==> src/shared/spl_pkg.sv <==
// constants and register map for the shared pin port pair
package spl_pkg;
  localparam int unsigned L_W = 8;
  localparam int unsigned M_W = 4;
  localparam int unsigned M_LSB = 2;
  localparam int unsigned ADDR_W = 12;
  localparam int unsigned SYNC_W = L_W + M_W;

  localparam logic [ADDR_W-1:0] OFF_L_OUT = 12'h000;
  localparam logic [ADDR_W-1:0] OFF_L_IN = 12'h004;
  localparam logic [ADDR_W-1:0] OFF_L_DIR = 12'h008;
  localparam logic [ADDR_W-1:0] OFF_L_RDR = 12'h00c;
  localparam logic [ADDR_W-1:0] OFF_L_PER = 12'h010;
  localparam logic [ADDR_W-1:0] OFF_L_PPS = 12'h014;
  localparam logic [ADDR_W-1:0] OFF_M_OUT = 12'h018;
  localparam logic [ADDR_W-1:0] OFF_M_IN = 12'h01c;
  localparam logic [ADDR_W-1:0] OFF_M_DIR = 12'h020;
  localparam logic [ADDR_W-1:0] OFF_M_RDR = 12'h024;
  localparam logic [ADDR_W-1:0] OFF_M_PER = 12'h028;
  localparam logic [ADDR_W-1:0] OFF_M_OD = 12'h02c;

  localparam logic [L_W-1:0] RST_L_OUT = 8'h00;
  localparam logic [L_W-1:0] RST_L_DIR = 8'h00;
  localparam logic [L_W-1:0] RST_L_RDR = 8'h00;
  localparam logic [L_W-1:0] RST_L_PER = 8'hff;
  localparam logic [L_W-1:0] RST_L_PPS = 8'hff;
  localparam logic [M_W-1:0] RST_M_ZERO = 4'h0;
  localparam logic [L_W-1:0] L_ALL_ONES = 8'hff;

  // port m bit positions inside the 4-bit slice (pin 5:2 -> index 3:0)
  localparam int unsigned M_NET0_TX = 0;
  localparam int unsigned M_NET0_RX = 1;
  localparam int unsigned M_NET1_TX = 2;
  localparam int unsigned M_NET1_RX = 3;
endpackage

==> src/shared/spl_sync_if.sv <==
// carrier between the core and its pin synchroniser
`timescale 1ns/1ps
`default_nettype none
interface spl_sync_if;
  logic [spl_pkg::SYNC_W-1:0] raw;
  logic [spl_pkg::SYNC_W-1:0] sync;
  modport user   (output raw, input sync);
  modport syncer (input raw, output sync);
endinterface
`default_nettype wire

==> src/hw/spl_sync.sv <==
// two-stage synchroniser bank for pin levels
`timescale 1ns/1ps
`default_nettype none
module spl_sync (
  input  wire logic   sys_clk,
  input  wire logic   srst,
  spl_sync_if.syncer  bus
);
  typedef struct packed {
    logic [spl_pkg::SYNC_W-1:0] meta;
    logic [spl_pkg::SYNC_W-1:0] stable;
  } spl_sync_st_t;

  spl_sync_st_t st_reg;
  spl_sync_st_t st_next;

  always_comb begin
    st_next = st_reg;
    st_next.meta = bus.raw;
    st_next.stable = st_reg.meta;
  end

  always_ff @(posedge sys_clk) begin
    if (srst) begin
      st_reg <= '0;
    end else begin
      st_reg <= st_next;
    end
  end

  assign bus.sync = st_reg.stable;
endmodule
`default_nettype wire

==> src/hw/spl_port_pair.sv <==
// shared pin port pair: 8-bit port l and 4-bit port m with apb registers
//
// Contract
// port l output pin level follows stored data when direction is output
// writes to port l data always store, pin unchanged while input
// port l data read returns stored bit for output pins
// port l input pin with converter digital input off reads 1
// port l input pin owned by display frontplane reads 1
// port l input pin, digital on, no frontplane, reads pin level
// port l input register reads 1 if frontplane or digital off, else pin
// input registers are read only, writes ignored without side effect
// port l direction bit 0 input, 1 output
// enabled frontplane driver owns the pin, direction bit ignored
// reduced drive bit 0 full strength, 1 about third strength
// reduced drive bit has no effect on input pins
// port l pull enable acts only on input pins
// port l pull select 0 up, 1 down, only when input and enabled
// port m bits 5:4 go to network one, 3:2 to network zero
// enabled network forces transmit output and receive input
// during reset all port m pins are high impedance inputs
// port m data read returns stored bit for outputs, pin for inputs
// port m input register always returns the pin level
// port m direction implements bits 5:2 only
// port m pull enable acts on inputs and open drain outputs
// during reset port l pins are inputs with pull down
// port m open drain output only drives low, ignored for inputs
// pin levels pass two flip-flops before the read path
//
// The register offsets and the APB interface to the registers were decided locally.
`timescale 1ns/1ps
`default_nettype none
module spl_port_pair #(
  parameter int unsigned L_WIDTH = spl_pkg::L_W,
  parameter int unsigned M_WIDTH = spl_pkg::M_W
) (
  input  wire logic                        sys_clk,
  input  wire logic                        srst,
  input  wire logic                        psel,
  input  wire logic                        penable,
  input  wire logic                        pwrite,
  input  wire logic [spl_pkg::ADDR_W-1:0]  paddr,
  input  wire logic [31:0]                 pwdata,
  output logic      [31:0]                 prdata,
  output logic                             pready,
  output logic                             pslverr,
  input  wire logic [spl_pkg::L_W-1:0]     pl_in,
  output logic      [spl_pkg::L_W-1:0]     pl_out,
  output logic      [spl_pkg::L_W-1:0]     pl_oe,
  output logic      [spl_pkg::L_W-1:0]     pl_reduced,
  output logic      [spl_pkg::L_W-1:0]     pl_pull_en,
  output logic      [spl_pkg::L_W-1:0]     pl_pull_down,
  output logic      [spl_pkg::L_W-1:0]     pl_frontplane_sel,
  input  wire logic                        display_enable,
  input  wire logic [spl_pkg::L_W-1:0]     frontplane_enable,
  input  wire logic [spl_pkg::L_W-1:0]     converter_digital_input_enable,
  input  wire logic [spl_pkg::M_W-1:0]     pm_in,
  output logic      [spl_pkg::M_W-1:0]     pm_out,
  output logic      [spl_pkg::M_W-1:0]     pm_oe,
  output logic      [spl_pkg::M_W-1:0]     pm_reduced,
  output logic      [spl_pkg::M_W-1:0]     pm_pull_en,
  input  wire logic                        network_zero_enable,
  input  wire logic                        network_zero_transmit_pin,
  output logic                             network_zero_receive_pin,
  input  wire logic                        network_one_enable,
  input  wire logic                        network_one_transmit_pin,
  output logic                             network_one_receive_pin
);
  if (L_WIDTH != spl_pkg::L_W || M_WIDTH != spl_pkg::M_W) begin : g_bad_width
    $error("spl_port_pair: port widths are fixed by the register map");
  end

  typedef logic [spl_pkg::L_W-1:0] spl_l_t;
  typedef logic [spl_pkg::M_W-1:0] spl_m_t;

  typedef struct packed {
    spl_l_t      l_out;
    spl_l_t      l_dir;
    spl_l_t      l_rdr;
    spl_l_t      l_per;
    spl_l_t      l_pps;
    spl_m_t      m_out;
    spl_m_t      m_dir;
    spl_m_t      m_rdr;
    spl_m_t      m_per;
    spl_m_t      m_od;
    logic [31:0] rdata;
  } spl_core_st_t;

  spl_core_st_t st_reg;
  spl_core_st_t st_next;

  ////////////////////////////////////////////////////////////////////////////
  // pin synchroniser

  spl_sync_if sync_bus ();

  assign sync_bus.raw = {pm_in, pl_in};

  spl_sync u_sync (
    .sys_clk (sys_clk),
    .srst    (srst),
    .bus     (sync_bus.syncer)
  );

  spl_l_t l_pin;
  spl_m_t m_pin;

  assign l_pin = sync_bus.sync[spl_pkg::L_W-1:0];
  assign m_pin = sync_bus.sync[spl_pkg::SYNC_W-1:spl_pkg::L_W];

  ////////////////////////////////////////////////////////////////////////////
  // port l pin control

  spl_l_t l_fp_own;
  spl_l_t l_gpio_out;
  spl_l_t l_gpio_in;
  spl_l_t l_rd_out;
  spl_l_t l_rd_in;

  assign l_fp_own = frontplane_enable & {spl_pkg::L_W{display_enable}};
  assign l_gpio_out = st_reg.l_dir & ~l_fp_own;
  assign l_gpio_in = ~st_reg.l_dir & ~l_fp_own;

  always_comb begin
    if (srst) begin
      pl_out = '0;
      pl_oe = '0;
      pl_reduced = '0;
      pl_pull_en = spl_pkg::L_ALL_ONES;
      pl_pull_down = spl_pkg::L_ALL_ONES;
    end else begin
      pl_out = st_reg.l_out & l_gpio_out;
      pl_oe = l_gpio_out;
      pl_reduced = st_reg.l_rdr & l_gpio_out;
      pl_pull_en = st_reg.l_per & l_gpio_in;
      pl_pull_down = st_reg.l_pps & st_reg.l_per & l_gpio_in;
    end
  end

  assign pl_frontplane_sel = l_fp_own;

  // read values for the data and input registers
  always_comb begin
    for (int i = 0; i < spl_pkg::L_W; i++) begin
      if (st_reg.l_dir[i]) begin
        l_rd_out[i] = st_reg.l_out[i];
      end else if (!converter_digital_input_enable[i]) begin
        l_rd_out[i] = 1'b1;
      end else if (l_fp_own[i]) begin
        l_rd_out[i] = 1'b1;
      end else begin
        l_rd_out[i] = l_pin[i];
      end
      if (l_fp_own[i] || !converter_digital_input_enable[i]) begin
        l_rd_in[i] = 1'b1;
      end else begin
        l_rd_in[i] = l_pin[i];
      end
    end
  end

  ////////////////////////////////////////////////////////////////////////////
  // port m pin control

  spl_m_t m_force_out;
  spl_m_t m_force_in;
  spl_m_t m_dir_eff;
  spl_m_t m_data_eff;
  spl_m_t m_od_eff;

  always_comb begin
    m_force_out = '0;
    m_force_in = '0;
    m_force_out[spl_pkg::M_NET0_TX] = network_zero_enable;
    m_force_in[spl_pkg::M_NET0_RX] = network_zero_enable;
    m_force_out[spl_pkg::M_NET1_TX] = network_one_enable;
    m_force_in[spl_pkg::M_NET1_RX] = network_one_enable;
  end

  assign m_dir_eff = (st_reg.m_dir | m_force_out) & ~m_force_in;

  always_comb begin
    m_data_eff = st_reg.m_out;
    if (network_zero_enable) begin
      m_data_eff[spl_pkg::M_NET0_TX] = network_zero_transmit_pin;
    end
    if (network_one_enable) begin
      m_data_eff[spl_pkg::M_NET1_TX] = network_one_transmit_pin;
    end
  end

  assign m_od_eff = st_reg.m_od & m_dir_eff;

  always_comb begin
    if (srst) begin
      pm_out = '0;
      pm_oe = '0;
      pm_reduced = '0;
      pm_pull_en = '0;
    end else begin
      pm_out = m_data_eff & ~m_od_eff;
      // open drain only enables the driver while the level is low
      pm_oe = m_dir_eff & ~(m_od_eff & m_data_eff);
      pm_reduced = st_reg.m_rdr & m_dir_eff;
      pm_pull_en = st_reg.m_per & (~m_dir_eff | m_od_eff);
    end
  end

  assign network_zero_receive_pin = m_pin[spl_pkg::M_NET0_RX];
  assign network_one_receive_pin = m_pin[spl_pkg::M_NET1_RX];

  spl_m_t m_rd_out;

  assign m_rd_out = (st_reg.m_dir & st_reg.m_out) | (~st_reg.m_dir & m_pin);

  ////////////////////////////////////////////////////////////////////////////
  // apb slave

  logic setup_ph;
  logic access_ph;
  logic mapped;
  logic do_write;

  assign setup_ph = psel & ~penable;
  assign access_ph = psel & penable;

  always_comb begin
    case (paddr)
      spl_pkg::OFF_L_OUT,
      spl_pkg::OFF_L_IN,
      spl_pkg::OFF_L_DIR,
      spl_pkg::OFF_L_RDR,
      spl_pkg::OFF_L_PER,
      spl_pkg::OFF_L_PPS,
      spl_pkg::OFF_M_OUT,
      spl_pkg::OFF_M_IN,
      spl_pkg::OFF_M_DIR,
      spl_pkg::OFF_M_RDR,
      spl_pkg::OFF_M_PER,
      spl_pkg::OFF_M_OD: mapped = 1'b1;
      default: mapped = 1'b0;
    endcase
  end

  assign do_write = access_ph & pwrite & mapped;

  logic [31:0] rd_word;

  always_comb begin
    rd_word = '0;
    case (paddr)
      spl_pkg::OFF_L_OUT: rd_word[spl_pkg::L_W-1:0] = l_rd_out;
      spl_pkg::OFF_L_IN:  rd_word[spl_pkg::L_W-1:0] = l_rd_in;
      spl_pkg::OFF_L_DIR: rd_word[spl_pkg::L_W-1:0] = st_reg.l_dir;
      spl_pkg::OFF_L_RDR: rd_word[spl_pkg::L_W-1:0] = st_reg.l_rdr;
      spl_pkg::OFF_L_PER: rd_word[spl_pkg::L_W-1:0] = st_reg.l_per;
      spl_pkg::OFF_L_PPS: rd_word[spl_pkg::L_W-1:0] = st_reg.l_pps;
      spl_pkg::OFF_M_OUT: rd_word[spl_pkg::M_LSB +: spl_pkg::M_W] = m_rd_out;
      spl_pkg::OFF_M_IN:  rd_word[spl_pkg::M_LSB +: spl_pkg::M_W] = m_pin;
      spl_pkg::OFF_M_DIR: rd_word[spl_pkg::M_LSB +: spl_pkg::M_W] = st_reg.m_dir;
      spl_pkg::OFF_M_RDR: rd_word[spl_pkg::M_LSB +: spl_pkg::M_W] = st_reg.m_rdr;
      spl_pkg::OFF_M_PER: rd_word[spl_pkg::M_LSB +: spl_pkg::M_W] = st_reg.m_per;
      spl_pkg::OFF_M_OD:  rd_word[spl_pkg::M_LSB +: spl_pkg::M_W] = st_reg.m_od;
      default:            rd_word = '0;
    endcase
  end

  spl_l_t wl;
  spl_m_t wm;

  assign wl = pwdata[spl_pkg::L_W-1:0];
  assign wm = pwdata[spl_pkg::M_LSB +: spl_pkg::M_W];

  always_comb begin
    st_next = st_reg;
    // read data is captured in the setup cycle so it is stable in access
    if (setup_ph && !pwrite) begin
      st_next.rdata = rd_word;
    end
    if (do_write) begin
      case (paddr)
        spl_pkg::OFF_L_OUT: st_next.l_out = wl;
        spl_pkg::OFF_L_DIR: st_next.l_dir = wl;
        spl_pkg::OFF_L_RDR: st_next.l_rdr = wl;
        spl_pkg::OFF_L_PER: st_next.l_per = wl;
        spl_pkg::OFF_L_PPS: st_next.l_pps = wl;
        spl_pkg::OFF_M_OUT: st_next.m_out = wm;
        spl_pkg::OFF_M_DIR: st_next.m_dir = wm;
        spl_pkg::OFF_M_RDR: st_next.m_rdr = wm;
        spl_pkg::OFF_M_PER: st_next.m_per = wm;
        spl_pkg::OFF_M_OD:  st_next.m_od = wm;
        default:            st_next = st_reg;
      endcase
    end
  end

  always_ff @(posedge sys_clk) begin
    if (srst) begin
      st_reg.l_out <= spl_pkg::RST_L_OUT;
      st_reg.l_dir <= spl_pkg::RST_L_DIR;
      st_reg.l_rdr <= spl_pkg::RST_L_RDR;
      st_reg.l_per <= spl_pkg::RST_L_PER;
      st_reg.l_pps <= spl_pkg::RST_L_PPS;
      st_reg.m_out <= spl_pkg::RST_M_ZERO;
      st_reg.m_dir <= spl_pkg::RST_M_ZERO;
      st_reg.m_rdr <= spl_pkg::RST_M_ZERO;
      st_reg.m_per <= spl_pkg::RST_M_ZERO;
      st_reg.m_od <= spl_pkg::RST_M_ZERO;
      st_reg.rdata <= '0;
    end else begin
      st_reg <= st_next;
    end
  end

  assign prdata = st_reg.rdata;
  assign pready = 1'b1;
  assign pslverr = access_ph & ~mapped;
endmodule
`default_nettype wire

==> config.mk <==
export PLATFORM = sky130hd
export DESIGN_NAME = spl_port_pair
export DESIGN_NICKNAME = d
export VERILOG_FILES = /design/src/shared/spl_pkg.sv /design/src/shared/spl_sync_if.sv /design/src/hw/spl_sync.sv /design/src/hw/spl_port_pair.sv
export SDC_FILE = /design/constraint.sdc
export NUM_CORES = 1
export LEC_CHECK = 0
export BUFFER_PORTS_ARGS = -buffer_cell sky130_fd_sc_hd__buf_4
export CELL_PAD_IN_SITES_DETAIL_PLACEMENT = 1
export CELL_PAD_IN_SITES_GLOBAL_PLACEMENT = 2
export CORE_ASPECT_RATIO = 0.8
export CORE_MARGIN = 8
export CORE_UTILIZATION = 30
export CTS_BUF_LIST = sky130_fd_sc_hd__clkbuf_16
export CTS_CLUSTER_DIAMETER = 150
export DETAILED_ROUTE_END_ITERATION = 10
export GPL_TIMING_DRIVEN = 0
export PLACE_DENSITY = 0.88
export RECOVER_POWER = 100
export SLEW_MARGIN = 20
export SYNTH_ARGS = -nofsm -noshare
export SYNTH_HDL_FRONTEND = slang
export SYNTH_SLANG_ARGS = --single-unit
==> constraint.sdc <==
create_clock -name sys_clk -period 5.77 [get_ports sys_clk]
set_input_delay 0.8655 -clock sys_clk [delete_from_list [all_inputs] [get_ports sys_clk]]
set_output_delay 0.8655 -clock sys_clk [all_outputs]
set_load 0.01 [all_outputs]
==> impl_metrics.json <==
{
  "yosysSeqAreaShare_pct": 38.2,
  "tritoncts": "built",
  "num_antenna_cells": 0,
  "area_growth_pct": 28.2,
  "synth_compound_area_share_pct": 18.5,
  "place_area_mm2": 0.00612,
  "r2r_cells": 5,
  "period_share_pct": 76.5,
  "track_usage_pct": 18.9,
  "clock_latency_ns": 0.35,
  "ys_ff_latch": 92,
  "worst_pin_slew_ns": 2.05,
  "whs_endpoint": "u_sync.bus.sync[5]",
  "grt_max_degree": 17,
  "cell_internal_pwr_mw": 1.05,
  "rsz0062_at_grt": "no",
  "drc_errors": 0,
  "ys_types": 51,
  "layout-drive-gt1-share_pct": 18.0,
  "ioPinCount": 182,
  "final_nets": 823,
  "first_pass_iters": 4,
  "start_util_pct": 30.6,
  "status": "complete, but fails checks",
  "setup_viol": 0,
  "synth_simple_gate_area_share_pct": 25.0,
  "clockBufferDepth": 2,
  "critPathRequiredTime_ns": 5.97,
  "cts_setup_buffers": 0,
  "critPathKind": "primary input to flop",
  "core-area_mm2": 0.0157,
  "grt_pass1_vias": 5105,
  "fin_crit_ns": 4.42,
  "synth_xor_area_share_pct": 0,
  "synth_top_area_cell": "dfxtp_1",
  "violations": "max-capacitance violations, max-slew violations",
  "synth_area_leaders": "dfxtp_1, mux2i_1, nor2b_1, buf_4, nor2_1",
  "die_h_um": 129,
  "syn-cell-area_mm2": 0.00482,
  "start_kind": "primary input",
  "muxShareOfSynthArea_pct": 8.17,
  "wl_per_cell_um": 20.4,
  "fin_skew_ns": 0.0107,
  "avgSynthCellArea_um2": 8.29,
  "drt-initial-drc-count": 299,
  "dp_hpwl_mm": 15.2,
  "slew_headroom_pct": -37.6,
  "fmax_mhz": 226,
  "hold_class": "flop to flop",
  "antenna_found_initial": 1,
  "htree_num_levels": 3,
  "cts_sinks": 92,
  "synth_top_family_by_area": "simple AND/OR/NAND/NOR gates",
  "yosysWarnings": 0,
  "layout_common_cells": "buf_4, dfxtp_1, clkbuf_1, nor2_1",
  "dieArea_mm2": 0.0204,
  "powerDensity_mw_per_mm2": 230,
  "slew_viol_final": 18,
  "final_common_cell": "buf_4",
  "wirelength_mm": 19.6,
  "fin_setup_tns_ns": 0,
  "overflow": 0,
  "root_buffer": "clkbuf_16",
  "via_per_inst": 5.06,
  "async_flop_share_pct": 0,
  "clkTransAtPathRegs_ns": 0.07,
  "p_sw_share_pct": 26.1,
  "grt_pass1_wl_mm": 29.6,
  "dp_cells": 945,
  "instances_no_fill": 961,
  "total_leakage_power_nw": 2.32,
  "p_total_mw": 1.42,
  "largest_register_ffs": 58,
  "ir_drop_mv": 0.142,
  "p_clk_share_pct": 42.3,
  "seqPwrFrac_pct": 45.6,
  "design_area_mm2": 0.00618,
  "critPathCaptureType": "flop",
  "hold_buffers": 0,
  "drtAntennaViolNets": 0,
  "crit_fanout": 10,
  "hold_viol": 0,
  "timing.rr.end": "prdata[5]",
  "die_w_um": 158,
  "p_switching_uw": 372,
  "route.vias.total": 4862,
  "synth_cells": 582,
  "pwr-share-comb_pct": 12.1,
  "min_from": "u_sync.st_next[5]",
  "port_buffers": 125,
  "num_rows": 41,
  "cts-resized-gates": 0,
  "cp_data_arrival_time_ns": 4.62,
  "synth_top_flop_cell": "dfxtp_1",
  "cts_made_buffers": 9,
  "synth_adder_area_share_pct": 0,
  "synth-edff-count": 0,
  "max_cap_violations": 2,
  "gp_congestion": 0.881,
  "reg2reg_slack_ns": 4.28,
  "min_path_cells": 1,
  "r2r_start": "st_reg[81]",
  "yosysTopAreaCellShare_pct": 38.2
}
-- worst max-delay path by stage --
stage | end | cells past startpoint | slack [ns] | from
final | st_reg[83] | 7 | 1.35 | paddr[9]
after global routing | st_reg[78] | 7 | 1.13 | paddr[9]
after CTS | pl_pull_down[5] | 5 | 2.16 | srst
after detailed placement | st_reg[59] | 7 | 1.80 | paddr[5]
after global placement | st_reg[58] | 7 | 1.82 | paddr[5]
after floorplan | st_reg[86] | 6 | 2.85 | paddr[4]
-- logic make-up after synthesis --
kind of cell,after synthesis
buffers and inverters,93
flip-flops,92
multiplexers,38
AO/OA/AOI/OAI,129
AND/OR/NAND/NOR,228
other,2
-- per-stage QoR --
step | util [%] | setup WS [ns] | hold WS [ns]
floorplan | - | 2.85 | 0.414
global placement | 38.8 | 1.82 | 0.417
detailed placement | 38.9 | 1.80 | 0.426
CTS | 40.8 | 2.16 | 0.442
global route | 39.3 | 1.13 | 0.451
finish | 39.3 | 1.35 | 0.439
-- layout make-up --
class / count / area [µm²]
clock buffers: 9 / 225
inverters: 25 / 93.8
repair buffers: 125 / 732
multi-input cells: 420 / 2570
plain buffers: 68 / 379
fillers: 1994 / 9570
well taps: 215 / 269
flip-flops and latches: 92 / 1840
clock inverters: 7 / 75.1
-- synth_stat cells (11+ instances only) --
library cell and count:
o21ai_0 26, clkbuf_1 29, dfxtp_1 92, nand2_1 51, nor2b_1 51, nor3_1 11
nor2_1 59, nor3b_1 11, and2_1 18, buf_4 33, mux2i_1 36, a21oi_1 23
a211o_1 16, inv_1 25
-- metal layers --
layer  GRT usage, %  vias up  share of wire, %
met3           5.22       34               8.8
met1           25.1     2345                45
met5              0        -             0.076
li1               -     2282                 -
met2           29.4      199                44
met4           5.70        2               2.1
-- power by group through the flow --
stage	registers (mW)	logic, mW	clock network (mW)
6_report	0.650	0.173	0.602
5_1_grt	0.650	0.188	0.638
4_1_cts	0.650	0.183	0.609
3_5_place_dp	0.664	0.182	0
3_3_place_gp	0.664	0.178	0
2_1_floorplan	0.662	0.0950	0
-- critical path, stage by stage --
cell and delay, ns:
clkbuf_4 0.11, nor4_1 0.73, or4b_1 0.49, clkbuf_1 0.34, nor3_1 1.68, mux2i_1 0.33, nor2_1 0.07
(Power assumes the default switching activity.)
